**config.mk**
```make
export PLATFORM = sky130hd
export DESIGN_NAME = ldar_regs
export DESIGN_NICKNAME = d
export VERILOG_FILES = /design/src/hdl/ldar_pkg.sv /design/src/hdl/ldar_alarm_filter.sv /design/src/hdl/ldar_regs.sv
export VERILOG_INCLUDE_DIRS = /design/src /design/src/hdl
export SDC_FILE = /design/constraint.sdc
export NUM_CORES = 1
export LEC_CHECK = 0
export BUFFER_PORTS_ARGS = -buffer_cell sky130_fd_sc_hd__buf_2
export CAP_MARGIN = 0
export CORE_MARGIN = 8
export CORE_UTILIZATION = 30
export CTS_BUF_LIST = sky130_fd_sc_hd__clkbuf_4 sky130_fd_sc_hd__clkbuf_8
export DETAILED_ROUTE_END_ITERATION = 7
export PLACE_DENSITY = 0.56
export REMOVE_ABC_BUFFERS = 1
export SLEW_MARGIN = 10
export SYNTH_ARGS = -nofsm -noshare
export SYNTH_HDL_FRONTEND = slang
export SYNTH_SLANG_ARGS = --single-unit
```
**constraint.sdc**
```tcl
create_clock -name sys_clk_in -period 25.8 [get_ports sys_clk_in]
set_clock_uncertainty 0.05 [all_clocks]
set_input_delay 3.87 -clock sys_clk_in [delete_from_list [all_inputs] [get_ports sys_clk_in]]
set_output_delay 3.87 -clock sys_clk_in [all_outputs]
set_load 0.1 [all_outputs]
```
**src/hdl/ldar_params.svh**
```systemverilog
`ifndef LDAR_PARAMS_SVH
`define LDAR_PARAMS_SVH

// ----------------------------------------------------------------
// Register offsets
// ----------------------------------------------------------------
`define LDAR_OFS_ALARM_SETUP_CH2 8'h0d
`define LDAR_OFS_CODE_CH2_HIGH 8'h10
`define LDAR_OFS_CODE_CH2_LOW 8'h11
`define LDAR_OFS_FS_CH2 8'h12
`define LDAR_OFS_FS_CH2_LP 8'h13
`define LDAR_OFS_CODE_CH1_HIGH 8'h14
`define LDAR_OFS_CODE_CH1_LOW 8'h15

// ----------------------------------------------------------------
// Reset values
// ----------------------------------------------------------------
`define LDAR_RST_ALARM_SETUP_CH2 8'h31
`define LDAR_RST_CODE_CH2_HIGH 8'h00
`define LDAR_RST_CODE_CH2_LOW 8'h00
`define LDAR_RST_FS_CH2 8'h3f
`define LDAR_RST_FS_CH2_LP 8'h3f
`define LDAR_RST_CODE_CH1_HIGH 8'h00
`define LDAR_RST_CODE_CH1_LOW 8'h00

// ----------------------------------------------------------------
// Field positions in the alarm setup register
// ----------------------------------------------------------------
`define LDAR_BIT_POWERDOWN 0
`define LDAR_LSB_TRIP_LEVEL 1
`define LDAR_MSB_TRIP_LEVEL 2
`define LDAR_BIT_FILTER_SEL 3
`define LDAR_LSB_TURNON_DELAY 4
`define LDAR_MSB_TURNON_DELAY 5

// ----------------------------------------------------------------
// Trip levels in millivolts
// ----------------------------------------------------------------
`define LDAR_TRIP_MV_0 8'hc8
`define LDAR_TRIP_MV_1 8'h96
`define LDAR_TRIP_MV_2 8'h64
`define LDAR_TRIP_MV_3 8'h32

// ----------------------------------------------------------------
// Full-scale current mapping, milliamps
// ----------------------------------------------------------------
`define LDAR_FS_MIN_MA 200
`define LDAR_FS_SPAN_MA 1800
`define LDAR_FS_MAX_CODE 63

// ----------------------------------------------------------------
// Timing
// ----------------------------------------------------------------
`define LDAR_CLK_NS 25
`define LDAR_FILTER_LONG_NS 5000
`define LDAR_FILTER_SHORT_NS 2000
`define LDAR_FILTER_LONG_CYC \
  ((`LDAR_FILTER_LONG_NS + `LDAR_CLK_NS - 1) / `LDAR_CLK_NS)
`define LDAR_FILTER_SHORT_CYC \
  ((`LDAR_FILTER_SHORT_NS + `LDAR_CLK_NS - 1) / `LDAR_CLK_NS)

`endif

```
**src/hdl/ldar_pkg.sv**
```systemverilog
`default_nettype none

package ldar_pkg;
  typedef logic [7:0] ldar_byte_t;
  typedef logic [9:0] ldar_code_t;
  typedef logic [5:0] ldar_scale_t;
  typedef logic [1:0] ldar_level_t;
  typedef logic [11:0] ldar_ma_t;
endpackage

`default_nettype wire

```
**src/hdl/ldar_alarm_filter.sv**
```systemverilog
`include "ldar_params.svh"
`default_nettype none

module ldar_alarm_filter #(
  parameter int CNT_W = 8,
  parameter logic [7:0] LONG_CYC = 8'(`LDAR_FILTER_LONG_CYC),
  parameter logic [7:0] SHORT_CYC = 8'(`LDAR_FILTER_SHORT_CYC)
) (
  input wire logic sys_clk_in,
  input wire logic rst_in,
  input wire logic trip_in,
  input wire logic powerdown_in,
  input wire logic long_sel_in,
  output logic alarm_out
);

  logic [CNT_W-1:0] cnt_q;
  logic [CNT_W-1:0] target;

  // ----------------------------------------------------------------
  // Time constant select
  // ----------------------------------------------------------------
  assign target = long_sel_in ? CNT_W'(LONG_CYC) : CNT_W'(SHORT_CYC);

  // ----------------------------------------------------------------
  // Persistence counter
  // ----------------------------------------------------------------
  always_ff @(posedge sys_clk_in or posedge rst_in) begin
    if (rst_in) begin
      cnt_q <= '0;
    end else if (powerdown_in || !trip_in) begin
      cnt_q <= '0;
    end else if (cnt_q < target) begin
      cnt_q <= cnt_q + 1'b1;
    end
  end

  always_ff @(posedge sys_clk_in or posedge rst_in) begin
    if (rst_in) begin
      alarm_out <= 1'b0;
    end else begin
      alarm_out <= !powerdown_in && trip_in && (cnt_q >= target);
    end
  end

endmodule

`default_nettype wire

```
**src/hdl/ldar_regs.sv**
```systemverilog
`include "ldar_params.svh"
`default_nettype none

module ldar_regs (
  input wire logic sys_clk_in,
  input wire logic rst_in,
  input wire logic [7:0] reg_addr_in,
  input wire logic reg_wr_in,
  input wire logic reg_rd_in,
  input wire logic [7:0] reg_wdata_in,
  output logic [7:0] reg_rdata_out,
  output logic reg_rvalid_out,
  input wire logic low_power_select_n_in,
  input wire logic ch2_alarm_trip_in,
  output logic [9:0] ch2_current_code_out,
  output logic [9:0] ch1_current_code_out,
  output logic [5:0] ch2_fullscale_field_out,
  output logic [11:0] ch2_fullscale_ma_out,
  output logic [1:0] ch2_alarm_trip_level_out,
  output logic [7:0] ch2_alarm_trip_mv_out,
  output logic ch2_alarm_filter_sel_out,
  output logic ch2_alarm_powerdown_out,
  output logic [1:0] ch2_alarm_turnon_delay_out,
  output logic ch2_alarm_out
);

  // ----------------------------------------------------------------
  // Helper functions
  // ----------------------------------------------------------------
  function automatic ldar_pkg::ldar_ma_t scale_to_ma(
    input ldar_pkg::ldar_scale_t code
  );
    int unsigned ma;
    ma = `LDAR_FS_MIN_MA +
         (int'(code) * `LDAR_FS_SPAN_MA) / `LDAR_FS_MAX_CODE;
    return ma[11:0];
  endfunction

  function automatic ldar_pkg::ldar_byte_t level_to_mv(
    input ldar_pkg::ldar_level_t lvl
  );
    ldar_pkg::ldar_byte_t mv;
    unique case (lvl)
      2'h0: mv = `LDAR_TRIP_MV_0;
      2'h1: mv = `LDAR_TRIP_MV_1;
      2'h2: mv = `LDAR_TRIP_MV_2;
      2'h3: mv = `LDAR_TRIP_MV_3;
    endcase
    return mv;
  endfunction

  function automatic ldar_pkg::ldar_code_t join_code(
    input logic [1:0] hi,
    input ldar_pkg::ldar_byte_t lo
  );
    return {hi, lo};
  endfunction

  // ----------------------------------------------------------------
  // Storage
  // ----------------------------------------------------------------
  logic [5:0] alarm_setup_q;
  logic [1:0] code_ch2_high_q;
  ldar_pkg::ldar_byte_t code_ch2_low_q;
  ldar_pkg::ldar_scale_t fs_ch2_q;
  ldar_pkg::ldar_scale_t fs_ch2_lp_q;
  logic [1:0] code_ch1_high_q;
  ldar_pkg::ldar_byte_t code_ch1_low_q;

  ldar_pkg::ldar_byte_t rdata_d;
  ldar_pkg::ldar_scale_t scale_sel;
  logic lp_meta_q;
  logic lp_sync_q;
  logic trip_meta_q;
  logic trip_sync_q;

  // ----------------------------------------------------------------
  // Register writes
  // ----------------------------------------------------------------
  always_ff @(posedge sys_clk_in or posedge rst_in) begin
    if (rst_in) begin
      alarm_setup_q <= 6'(`LDAR_RST_ALARM_SETUP_CH2);
    end else if (reg_wr_in &&
                 reg_addr_in == `LDAR_OFS_ALARM_SETUP_CH2) begin
      alarm_setup_q <= reg_wdata_in[5:0];
    end
  end

  always_ff @(posedge sys_clk_in or posedge rst_in) begin
    if (rst_in) begin
      code_ch2_high_q <= 2'(`LDAR_RST_CODE_CH2_HIGH);
      code_ch2_low_q <= `LDAR_RST_CODE_CH2_LOW;
    end else if (reg_wr_in) begin
      if (reg_addr_in == `LDAR_OFS_CODE_CH2_HIGH) begin
        code_ch2_high_q <= reg_wdata_in[1:0];
      end
      if (reg_addr_in == `LDAR_OFS_CODE_CH2_LOW) begin
        code_ch2_low_q <= reg_wdata_in;
      end
    end
  end

  always_ff @(posedge sys_clk_in or posedge rst_in) begin
    if (rst_in) begin
      fs_ch2_q <= 6'(`LDAR_RST_FS_CH2);
      fs_ch2_lp_q <= 6'(`LDAR_RST_FS_CH2_LP);
    end else if (reg_wr_in) begin
      if (reg_addr_in == `LDAR_OFS_FS_CH2) begin
        fs_ch2_q <= reg_wdata_in[5:0];
      end
      if (reg_addr_in == `LDAR_OFS_FS_CH2_LP) begin
        fs_ch2_lp_q <= reg_wdata_in[5:0];
      end
    end
  end

  always_ff @(posedge sys_clk_in or posedge rst_in) begin
    if (rst_in) begin
      code_ch1_high_q <= 2'(`LDAR_RST_CODE_CH1_HIGH);
      code_ch1_low_q <= `LDAR_RST_CODE_CH1_LOW;
    end else if (reg_wr_in) begin
      if (reg_addr_in == `LDAR_OFS_CODE_CH1_HIGH) begin
        code_ch1_high_q <= reg_wdata_in[1:0];
      end
      if (reg_addr_in == `LDAR_OFS_CODE_CH1_LOW) begin
        code_ch1_low_q <= reg_wdata_in;
      end
    end
  end

  // ----------------------------------------------------------------
  // Register reads
  // ----------------------------------------------------------------
  // Reserved bits and unmapped offsets read as zero
  always_comb begin
    rdata_d = 8'h00;
    unique case (reg_addr_in)
      `LDAR_OFS_ALARM_SETUP_CH2: rdata_d = {2'h0, alarm_setup_q};
      `LDAR_OFS_CODE_CH2_HIGH: rdata_d = {6'h00, code_ch2_high_q};
      `LDAR_OFS_CODE_CH2_LOW: rdata_d = code_ch2_low_q;
      `LDAR_OFS_FS_CH2: rdata_d = {2'h0, fs_ch2_q};
      `LDAR_OFS_FS_CH2_LP: rdata_d = {2'h0, fs_ch2_lp_q};
      `LDAR_OFS_CODE_CH1_HIGH: rdata_d = {6'h00, code_ch1_high_q};
      `LDAR_OFS_CODE_CH1_LOW: rdata_d = code_ch1_low_q;
      default: rdata_d = 8'h00;
    endcase
  end

  always_ff @(posedge sys_clk_in or posedge rst_in) begin
    if (rst_in) begin
      reg_rdata_out <= 8'h00;
      reg_rvalid_out <= 1'b0;
    end else begin
      reg_rvalid_out <= reg_rd_in;
      if (reg_rd_in) begin
        reg_rdata_out <= rdata_d;
      end
    end
  end

  // ----------------------------------------------------------------
  // Pin synchronisers
  // ----------------------------------------------------------------
  always_ff @(posedge sys_clk_in or posedge rst_in) begin
    if (rst_in) begin
      lp_meta_q <= 1'b1;
      lp_sync_q <= 1'b1;
    end else begin
      lp_meta_q <= low_power_select_n_in;
      lp_sync_q <= lp_meta_q;
    end
  end

  always_ff @(posedge sys_clk_in or posedge rst_in) begin
    if (rst_in) begin
      trip_meta_q <= 1'b0;
      trip_sync_q <= 1'b0;
    end else begin
      trip_meta_q <= ch2_alarm_trip_in;
      trip_sync_q <= trip_meta_q;
    end
  end

  // ----------------------------------------------------------------
  // Drive codes
  // ----------------------------------------------------------------
  always_ff @(posedge sys_clk_in or posedge rst_in) begin
    if (rst_in) begin
      ch2_current_code_out <= 10'h000;
      ch1_current_code_out <= 10'h000;
    end else begin
      ch2_current_code_out <= join_code(code_ch2_high_q,
                                        code_ch2_low_q);
      ch1_current_code_out <= join_code(code_ch1_high_q,
                                        code_ch1_low_q);
    end
  end

  // ----------------------------------------------------------------
  // Full-scale selection
  // ----------------------------------------------------------------
  assign scale_sel = lp_sync_q ? fs_ch2_q : fs_ch2_lp_q;

  always_ff @(posedge sys_clk_in or posedge rst_in) begin
    if (rst_in) begin
      ch2_fullscale_field_out <= 6'(`LDAR_RST_FS_CH2);
      ch2_fullscale_ma_out <= 12'h000;
    end else begin
      ch2_fullscale_field_out <= scale_sel;
      ch2_fullscale_ma_out <= scale_to_ma(scale_sel);
    end
  end

  // ----------------------------------------------------------------
  // Alarm setup fields
  // ----------------------------------------------------------------
  always_ff @(posedge sys_clk_in or posedge rst_in) begin
    if (rst_in) begin
      ch2_alarm_trip_level_out <= 2'h0;
      ch2_alarm_trip_mv_out <= `LDAR_TRIP_MV_0;
      ch2_alarm_filter_sel_out <= 1'b0;
      ch2_alarm_powerdown_out <= 1'b1;
      ch2_alarm_turnon_delay_out <= 2'h3;
    end else begin
      ch2_alarm_trip_level_out <=
        alarm_setup_q[`LDAR_MSB_TRIP_LEVEL:`LDAR_LSB_TRIP_LEVEL];
      ch2_alarm_trip_mv_out <= level_to_mv(
        alarm_setup_q[`LDAR_MSB_TRIP_LEVEL:`LDAR_LSB_TRIP_LEVEL]);
      ch2_alarm_filter_sel_out <= alarm_setup_q[`LDAR_BIT_FILTER_SEL];
      ch2_alarm_powerdown_out <= alarm_setup_q[`LDAR_BIT_POWERDOWN];
      ch2_alarm_turnon_delay_out <=
        alarm_setup_q[`LDAR_MSB_TURNON_DELAY:`LDAR_LSB_TURNON_DELAY];
    end
  end

  // ----------------------------------------------------------------
  // Channel-2 alarm filter
  // ----------------------------------------------------------------
  ldar_alarm_filter u_filter (
    .sys_clk_in(sys_clk_in),
    .rst_in(rst_in),
    .trip_in(trip_sync_q),
    .powerdown_in(alarm_setup_q[`LDAR_BIT_POWERDOWN]),
    .long_sel_in(alarm_setup_q[`LDAR_BIT_FILTER_SEL]),
    .alarm_out(ch2_alarm_out)
  );

endmodule

`default_nettype wire

```
# After elaboration in Yosys (flattened, before gate mapping)
# Cells that the tools add are included.
# word_totals
reg_bits	112
latchBits	0
ram_bits	0
rom_bits	0
out_inout_bits	62
elab_cells	60
mem_count	0
# op_classes
n_addsub	2
multipliers	1
div_mod_pow	1
magnitude_cmp	2
eq_ne	10
n_shift	0
mux	6
bitwise	0
reduce_logical	14
# ops
op	n
one-hot mux 8 bit (7 select lines)	1
equality test 8 x 5 -> 1 bit (second input constant)	6
divider 32 x 7 -> 32 bit (second input constant)	1
one-hot mux 8 bit (4 select lines)	1
two-way mux 8 bit	3
multiplier 6 x 8 -> 14 bit (second input constant)	1
adder 9 x 12 -> 12 bit (first input constant)	1
AND reduction 2 bit	6
adder 8 x 1 -> 8 bit (second input constant)	1
equality test 8 x 4 -> 1 bit (second input constant)	1
>= comparator 8 bit	1
< comparator 8 bit	1
two-way mux 6 bit	1
equality test 2 bit (second input constant)	2
logical AND 1 bit	3
equality test 2 x 1 -> 1 bit (second input constant)	1
zero test 1 bit	2
zero test 2 bit	1
nonzero test 2 bit	1
logical OR 1 bit	1

# Longest topological paths before layout
# Gate-level depths: netlist (run 1).
# depth
ltp_word	4
mapped_depth	41

# Hierarchy
# From an unflattened synthesis (run 1), not the netlist that was laid out.
# unflattened
cells_unflattened	654
hier_area_um2	6884.1
# modules_own_cells
mod	instances	cells_each	area_each_um2
ldar_regs	1	595	6318.6
ldar_alarm_filter	1	59	565.5

# Least setup slack after synthesis (run 1)
# OpenSTA, ideal clock, no wires.
# synth_timing
path_type	register to register
from	reg lp_sync_q
to	reg ch2_fullscale_ma_out[0]
t_arrival_ps	9039
required_time_ps	25621
path_slack_ps	16582
path_stages_with_launch	35
path_buffers	2
synth_period_minus_slack_ps	9218
path_cell_list	dfstp_2 buf_2 mux2i_2 ha_1 ha_1 fa_1 ha_1 o21a_1 a2111oi_4 or3_1 nand3_1 buf_4 o31a_1 nor3_4 a21oi_1 xnor2_1 mux2_2 o32ai_2 o211ai_2 a221o_1 nor4_4 o21ai_1 a221oi_2 xor2_1 or4b_1 a311oi_2 nand2_1 a21bo_2 o21ai_0 nand2_1 ha_1 o2111ai_1 nand4_1 a211oi_1 o21ai_1
# synth_via
elab_chain_cells	4
# synth_rtl
item	line_no	text
start, declared	ldar_regs.sv:73	logic lp_sync_q;
start signal, assigned	ldar_regs.sv:170	lp_sync_q <= lp_meta_q;
two-way mux 6 bit	ldar_regs.sv:202	assign scale_sel = lp_sync_q ? fs_ch2_q : fs_ch2_lp_q;
multiplier 6 x 8 -> 14 bit (no line)	--	
divider 32 x 7 -> 32 bit (no line)	--	
adder 9 x 12 -> 12 bit (no line)	--	
end signal, assigned	ldar_regs.sv:210	ch2_fullscale_ma_out <= scale_to_ma(scale_sel);
end, declared	ldar_regs.sv:18	output logic [11:0] ch2_fullscale_ma_out,
# Every way passes these cells.
# A chain may end at the register's enable or synchronous reset.

# Final worst setup path (run 1)
# layout_timing
from	reg lp_sync_q
to	reg ch2_fullscale_ma_out[11]
# layout_via
elab_chain_cells	4
# layout_rtl
item	line_no	text
two-way mux 6 bit	ldar_regs.sv:202	
via scale_sel[1]	ldar_regs.sv:71	ldar_pkg::ldar_scale_t scale_sel;
multiplier 6 x 8 -> 14 bit (no line)	--	
divider 32 x 7 -> 32 bit (no line)	--	
adder 9 x 12 -> 12 bit (no line)	--	
# The timed path passes the listed nets, and every way through them passes these cells.

==> out/results.txt, run 1 <==
status = finished, final reports clean
initial DRC count = 558
Synth warnings = 0
# clock sinks = 110
PostCTS Resize Cnt = 0
asr flop ratio synth = 1.00
Design Area, Final = 0.00858 sq mm
Setup Viol. Count Final = 0
slew margin rel. = 0.286
DR DRC count = 0
via count = 6311
TNS Setup = 0 ps
post-route ant nets = 0
layout cells sized above 1 = 0.277
Hold Buf Count CTS = 0
DPL Wire Length = 15800 um
FF+latch count, synth = 110
crit path launch type = flip-flop
synthesized netlist cell count = 766
1st-pass router iterations = 6
global-route wire length before repair = 32800 um
CTS tree = done
Routed WL per cell = 17.2 um
vias in the first global route = 6076
H-tree levels = 3
crit share post-route = 0.423
layout overhead on the synthesized area = 12.4%
largest net degree at the start of global routing = 59
Slew Viols, Final = 0
Reg clk slew, reported paths = 110 ps
CP max FO = 12
grt ovf = 0
GR Util All Layers = 0.131
total CTS buffers = 9
Setup Crit Path Kind = reg2reg
Seq/Total Area, Yosys = 0.365
core area = 0.0251 sq mm
Site Rows = 58
CP max stage cell = mux2i_1
RSZ-0062 raised after global routing = no
CTS Root Cell = clkbuf_8
Worst EP arrival = 11150 ps
Critical Path Sink Type = flip-flop
post-CTS setup buffers = 0
Post-Route WL = 20300 um
dpl cell area = 0.00840 sq mm
Routability Congestion = 0.916
chip width = 176 um
worst slew pin tran = 1040 ps
Worst path max stage delay = 890 ps
Initial Util = 0.304
die footprint = 0.0308 sq mm
Die Y = 176 um
Post-synth EDFFs = 0
WHS = 322 ps
final core utilization = 0.342
PD cells = 57.9 mW/mm^2
Static Leak = 0.00384 uW
Longest Clk Path Bufs = 2
Data required, critical path = 26020 ps
Syn Area/Cell = 9.97 sq um
VDD IR max = 0.0521 mV
I/O Pins = 84
max cap viols = 0
cell area after synthesis = 0.00764 sq mm
Total Nets Final = 909
Period minus WS final = 10920 ps
Distinct cells, synth = 100
ys flop type = dfrtp_1
worst hold path type = reg2reg
# diodes = 0
Hold Vio Cnt, Final = 0
vias per inst = 5.35
Max Freq = 0.0916 GHz
input/output buffers = 82
Worst-Skew Late Latency = 380 ps
initial antenna violation count = 0
-- registers in the layout, summed over array words and instances (netlist names), 6 cells and up --
name	flops
ch2_fullscale_ma_out	12
ch2_alarm_trip_mv_out	6
u_filter.cnt_q	8
ch2_current_code_out	10
fs_ch2_q	6
fs_ch2_lp_q	6
code_ch2_low_q	8
alarm_setup_q	6
ch1_current_code_out	10
code_ch1_low_q	8
reg_rdata_out	8
ch2_fullscale_field_out	6
-- where the power goes --
part           internal [uW]  leakage, uW  switching [uW]  total [uW]
sequential               186      0.00139            5.64         191
clock                   38.6    0.0000889            61.2        99.8
combinational           52.1      0.00236             154         206
-- synthesized netlist by cell type (4+ instances only) --
cell       n  area share
dfrtp_1   81        0.27
nor2_1    63       0.031
nand2_1   56       0.028
inv_1     46       0.023
mux2_2    44       0.065
ha_1      38       0.062
a21oi_1   32       0.021
dfstp_2   29        0.10
xnor2_1   27       0.031
o21ai_0   24       0.016
mux2i_1   18       0.024
nand3_1   16       0.010
nor3_1    16       0.010
a31oi_1   12      0.0098
nand4_1   12      0.0098
o21ai_1   12      0.0079
xor2_1    12       0.014
a211oi_1  11       0.011
o22ai_1   11      0.0090
a22oi_1    9      0.0088
nor4_1     9      0.0074
or3_1      8      0.0066
a21o_1     7      0.0069
or4_1      7      0.0069
and4_1     6      0.0069
buf_4      6      0.0059
or2_2      6      0.0049
a221oi_1   5      0.0057
and2_1     5      0.0041
clkbuf_1   5      0.0025
fa_1       5       0.013
o211ai_1   5      0.0049
o21a_1     5      0.0049
a211o_1    4      0.0046
buf_1      4      0.0020
nor3b_1    4      0.0039
nor4b_1    4      0.0046
-- worst paths after layout --
kind | slack [ps] | endpoint | cells past startpoint | from
max in group asynchronous | 20970 | code_ch1_high_q[0] | 3 | rst_in
setup reg to reg | 14880 | ch2_fullscale_ma_out[11] | 32 | lp_sync_q
setup / recovery | 14880 | ch2_fullscale_ma_out[11] | 32 | lp_sync_q
hold / removal | 320 | trip_sync_q | 0 | trip_meta_q
min in group asynchronous | 3510 | u_filter.cnt_q[7] | 2 | rst_in
hold reg to reg | 320 | trip_sync_q | 0 | trip_meta_q
-- worst max-delay path, delay by kind of cell, from the launching register on --
| family | cells | cell delay [ps] |
|---|---|---|
| DFF | 1 | 670 |
| AOI/OAI and AO/OA | 11 | 2860 |
| and+or+nand+nor | 9 | 3060 |
| adders and majority gates | 5 | 1430 |
| buffers and inverters | 2 | 500 |
| xor gates and xnor gates | 3 | 950 |
| muxes | 2 | 1290 |
-- routing by layer --
metal,GRT usage,part of all wire,vias up
met4,0.0346,0.016,0
met3,0.0305,0.062,25
met1,0.176,0.47,3082
met5,0,0,-
met2,0.206,0.46,189
li1,-,-,3015
-- cell type report --
class                      instances  area (sq um)
timing repair buffer              85           433
clock buffer                      11           139
tap                              330           413
clock inverter                     5          43.8
inverter                          46           175
fill                            2628         16500
sequential                       110          2790
multi-input combinational        592          4590
-- cells by family (layout without fill, tap and decap cells) --
| group | count (synthesis) | after routing | share of synthesized area |
|---|---|---|---|
| AO/OA/AOI/OAI | 202 | 202 | 0.209 |
| XOR/XNOR | 44 | 44 | 0.0554 |
| adder cells (fa/ha/maj) | 43 | 43 | 0.0753 |
| buffers and inverters | 64 | 147 | 0.0349 |
| flip-flops | 110 | 110 | 0.365 |
| multiplexers | 64 | 64 | 0.0922 |
| other | 1 | 1 | 0.000491 |
| AND/OR/NAND/NOR | 238 | 238 | 0.168 |
-- cell usage in the layout (no fill, tap or decap), drive strengths merged, types with 16 or more instances in the layout --
cell | netlist | routed
mux2 | 45 | 45
dfrtp | 81 | 81
nor3 | 19 | 19
nand2 | 56 | 56
nor2 | 65 | 65
xnor2 | 29 | 29
nand3 | 16 | 16
o21ai | 36 | 36
inv | 46 | 48
buf | 13 | 85
ha | 38 | 38
mux2i | 19 | 19
dfstp | 29 | 29
a21oi | 36 | 36
-- per-stage QoR --
| step | setup slack (ps) | std cells | power (uW) |
|---|---|---|---|
| after floorplan | 16460 | 748 | 356 |
| after global placement | 15140 | 1163 | 400 |
| after detailed placement | 15030 | 1163 | 399 |
| after CTS | 14980 | 1179 | 502 |
| after global routing | 14060 | 1179 | 526 |
| final | 14880 | 1179 | 497 |
Note: power is estimated with default switching activity, not from simulation.
==> inputs of run 2 (changes only) <==
--- a/config.mk
+++ b/config.mk
@@ -12,7 +12,7 @@
 export CORE_UTILIZATION = 30
 export CTS_BUF_LIST = sky130_fd_sc_hd__clkbuf_4 sky130_fd_sc_hd__clkbuf_8
 export DETAILED_ROUTE_END_ITERATION = 7
-export PLACE_DENSITY = 0.56
+export PLACE_DENSITY = 0.58
 export REMOVE_ABC_BUFFERS = 1
 export SLEW_MARGIN = 10
 export SYNTH_ARGS = -nofsm -noshare
==> constraint.sdc (replaced) <==
create_clock -name sys_clk_in -period 10.01 [get_ports sys_clk_in]
set_clock_uncertainty 0.05 [all_clocks]
set_input_delay 1.5015 -clock sys_clk_in [delete_from_list [all_inputs] [get_ports sys_clk_in]]
set_output_delay 1.5015 -clock sys_clk_in [all_outputs]
set_load 0.1 [all_outputs]
==> out/results.txt, run 2 (synthesis results as in run 1) <==
# clock sinks = 110
Slew Viols, Final = 0
Crit. Startpoint = lp_sync_q
most frequent cells in the layout = buf_2, dfrtp_1, nor2_1
Site Rows = 58
Hold Buf Count CTS = 0
DPL Wire Length = 16300 um
status = finished, final reports clean
worst slew pin tran = 871 ps
I/O Pins = 84
# fillers = 2570
most numerous cell on the critical path = buf_4
pre-CTS setup slack = 20.7 ps
max cap viols = 0
Top Registers = ch2_fullscale_ma_out: 12 flops, ch1_current_code_out: 10 flops, ch2_current_code_out: 10 flops
Worst R2R Setup Slack = 420 ps
global-route wire length before repair = 33700 um
placed cell count = 1186
GR Util All Layers = 0.133
Initial Util = 0.304
crit path launch type = flip-flop
H-tree levels = 3
largest reg by FF count = ch2_fullscale_ma_out
layout overhead on the synthesized area = 18.6%
Reg clk slew, reported paths = 130 ps
largest net degree at the start of global routing = 60
Static Leak = 0.00404 uW
worst r2r src = lp_sync_q
met3 WL post-DR = 1170 um
Hold Vio Cnt, Final = 0
Final WS setup = 419 ps
via count = 6537
Setup Viol. Count Final = 0
Worst EP arrival = 9830 ps
DR DRC count = 0
total CTS buffers = 9
layout cells sized above 1 = 0.333
Post-Route WL = 21100 um
VDD IR max = 0.0904 mV
Die Y = 176 um
most common cell after layout, fill and taps aside = buf_2
TNS Setup = 0 ps
chip width = 176 um
grt ovf = 0
Total Nets Final = 941
Max Freq = 0.104 GHz
CTS tree = done
input/output buffers = 82
Period minus WS final = 9590 ps
Setup Crit Path Kind = reg2reg
Design Area, Final = 0.00906 sq mm
worst hold path type = reg2reg
CP max stage cell = dfstp_4
die footprint = 0.0308 sq mm
non-filler cells, final = 1211
PD cells = 148 mW/mm^2
Longest Clk Path Bufs = 2
Routed WL per cell = 17.5 um
Worst path max stage delay = 730 ps
metal2 WL = 9930 um
hold_sp = trip_meta_q
initial DRC count = 580
max reg flops = 12
Routability Congestion = 0.935
slew margin rel. = 0.411
Data required, critical path = 10240 ps
dpl cell area = 0.00857 sq mm
top sig layer = met4
post-route ant nets = 0
# diodes = 0
CP max FO = 9
CTS Root Cell = clkbuf_8
Critical Path Sink Type = flip-flop
1st-pass router iterations = 5
core area = 0.0251 sq mm
crit share post-route = 0.958
vias per inst = 5.40
vias in the first global route = 6319
Worst-Skew Late Latency = 400 ps
Pwr Total = 1340 uW
initial antenna violation count = 0
M1 wire length = 9680 um
## run 2: cell types whose count changed in the layout (fill, tap and decap cells not counted), sizes merged
cell / before / now
clkbuf: 11 / 9
clkinv: 1 / 2
buf: 85 / 117
inv: 48 / 49
## run 2: routing by layer
layer / global-route usage / vias to the layer above
met3: 0.0232 / 25
met4: 0.0406 / 0
met5: 0 / -
li1: - / 3074
met2: 0.220 / 201
met1: 0.175 / 3237
## run 2: area by class of cell
class	instances	area (sq um)	share of cell area
Sequential cell	110	2790	0.308
Inverter	46	179	0.0197
Clock buffer	9	124	0.0137
Clock inverter	7	63.8	0.00704
Multi-Input combinational cell	592	4820	0.532
Tap cell	330	413	0.0456
Timing Repair Buffer	117	673	0.0743
## run 2: what timing repair did
action	CTS	global route
setup endpoints to repair	1	4
gates resized for setup	1	37
pin swaps	0	4
setup buffers	0	9
## run 2: final timing paths
path                                                 end  cells past startpoint
min in group asynchronous       ch2_fullscale_ma_out[10]                      2
worst min-delay path                         trip_sync_q                      0
worst min register to register               trip_sync_q                      0
worst max register to register   ch2_fullscale_ma_out[0]                     35
worst max-delay path             ch2_fullscale_ma_out[0]                     35
max in group asynchronous        ch2_fullscale_ma_out[1]                      3
## run 2: per-stage QoR
stage / utilization / hold WS, ps
6_report: 0.361 / 313
5_1_grt: 0.361 / 334
4_1_cts: 0.349 / 321
3_5_place_dp: 0.341 / 304
3_3_place_gp: 0.341 / 292
2_1_floorplan: - / 281
## run 2: where the power goes
part	total (uW)	internal, uW	switching [uW]	leakage, uW
Combinational	574	159	415	0.00256
Clock	275	97.1	178	0.0000956
Sequential	496	479	16.4	0.00139
## run 2: worst max-delay path, delay by kind of cell (launching register included)
| kind | cells | cell delay, ps |
|---|---|---|
| multiplexers | 1 | 210 |
| adder cells (fa/ha/maj) | 4 | 1420 |
| buffers and inverters | 4 | 760 |
| AO/OA/AOI/OAI | 13 | 2770 |
| flip-flops | 1 | 730 |
| AND/OR/NAND/NOR | 10 | 2630 |
| XOR/XNOR | 3 | 930 |
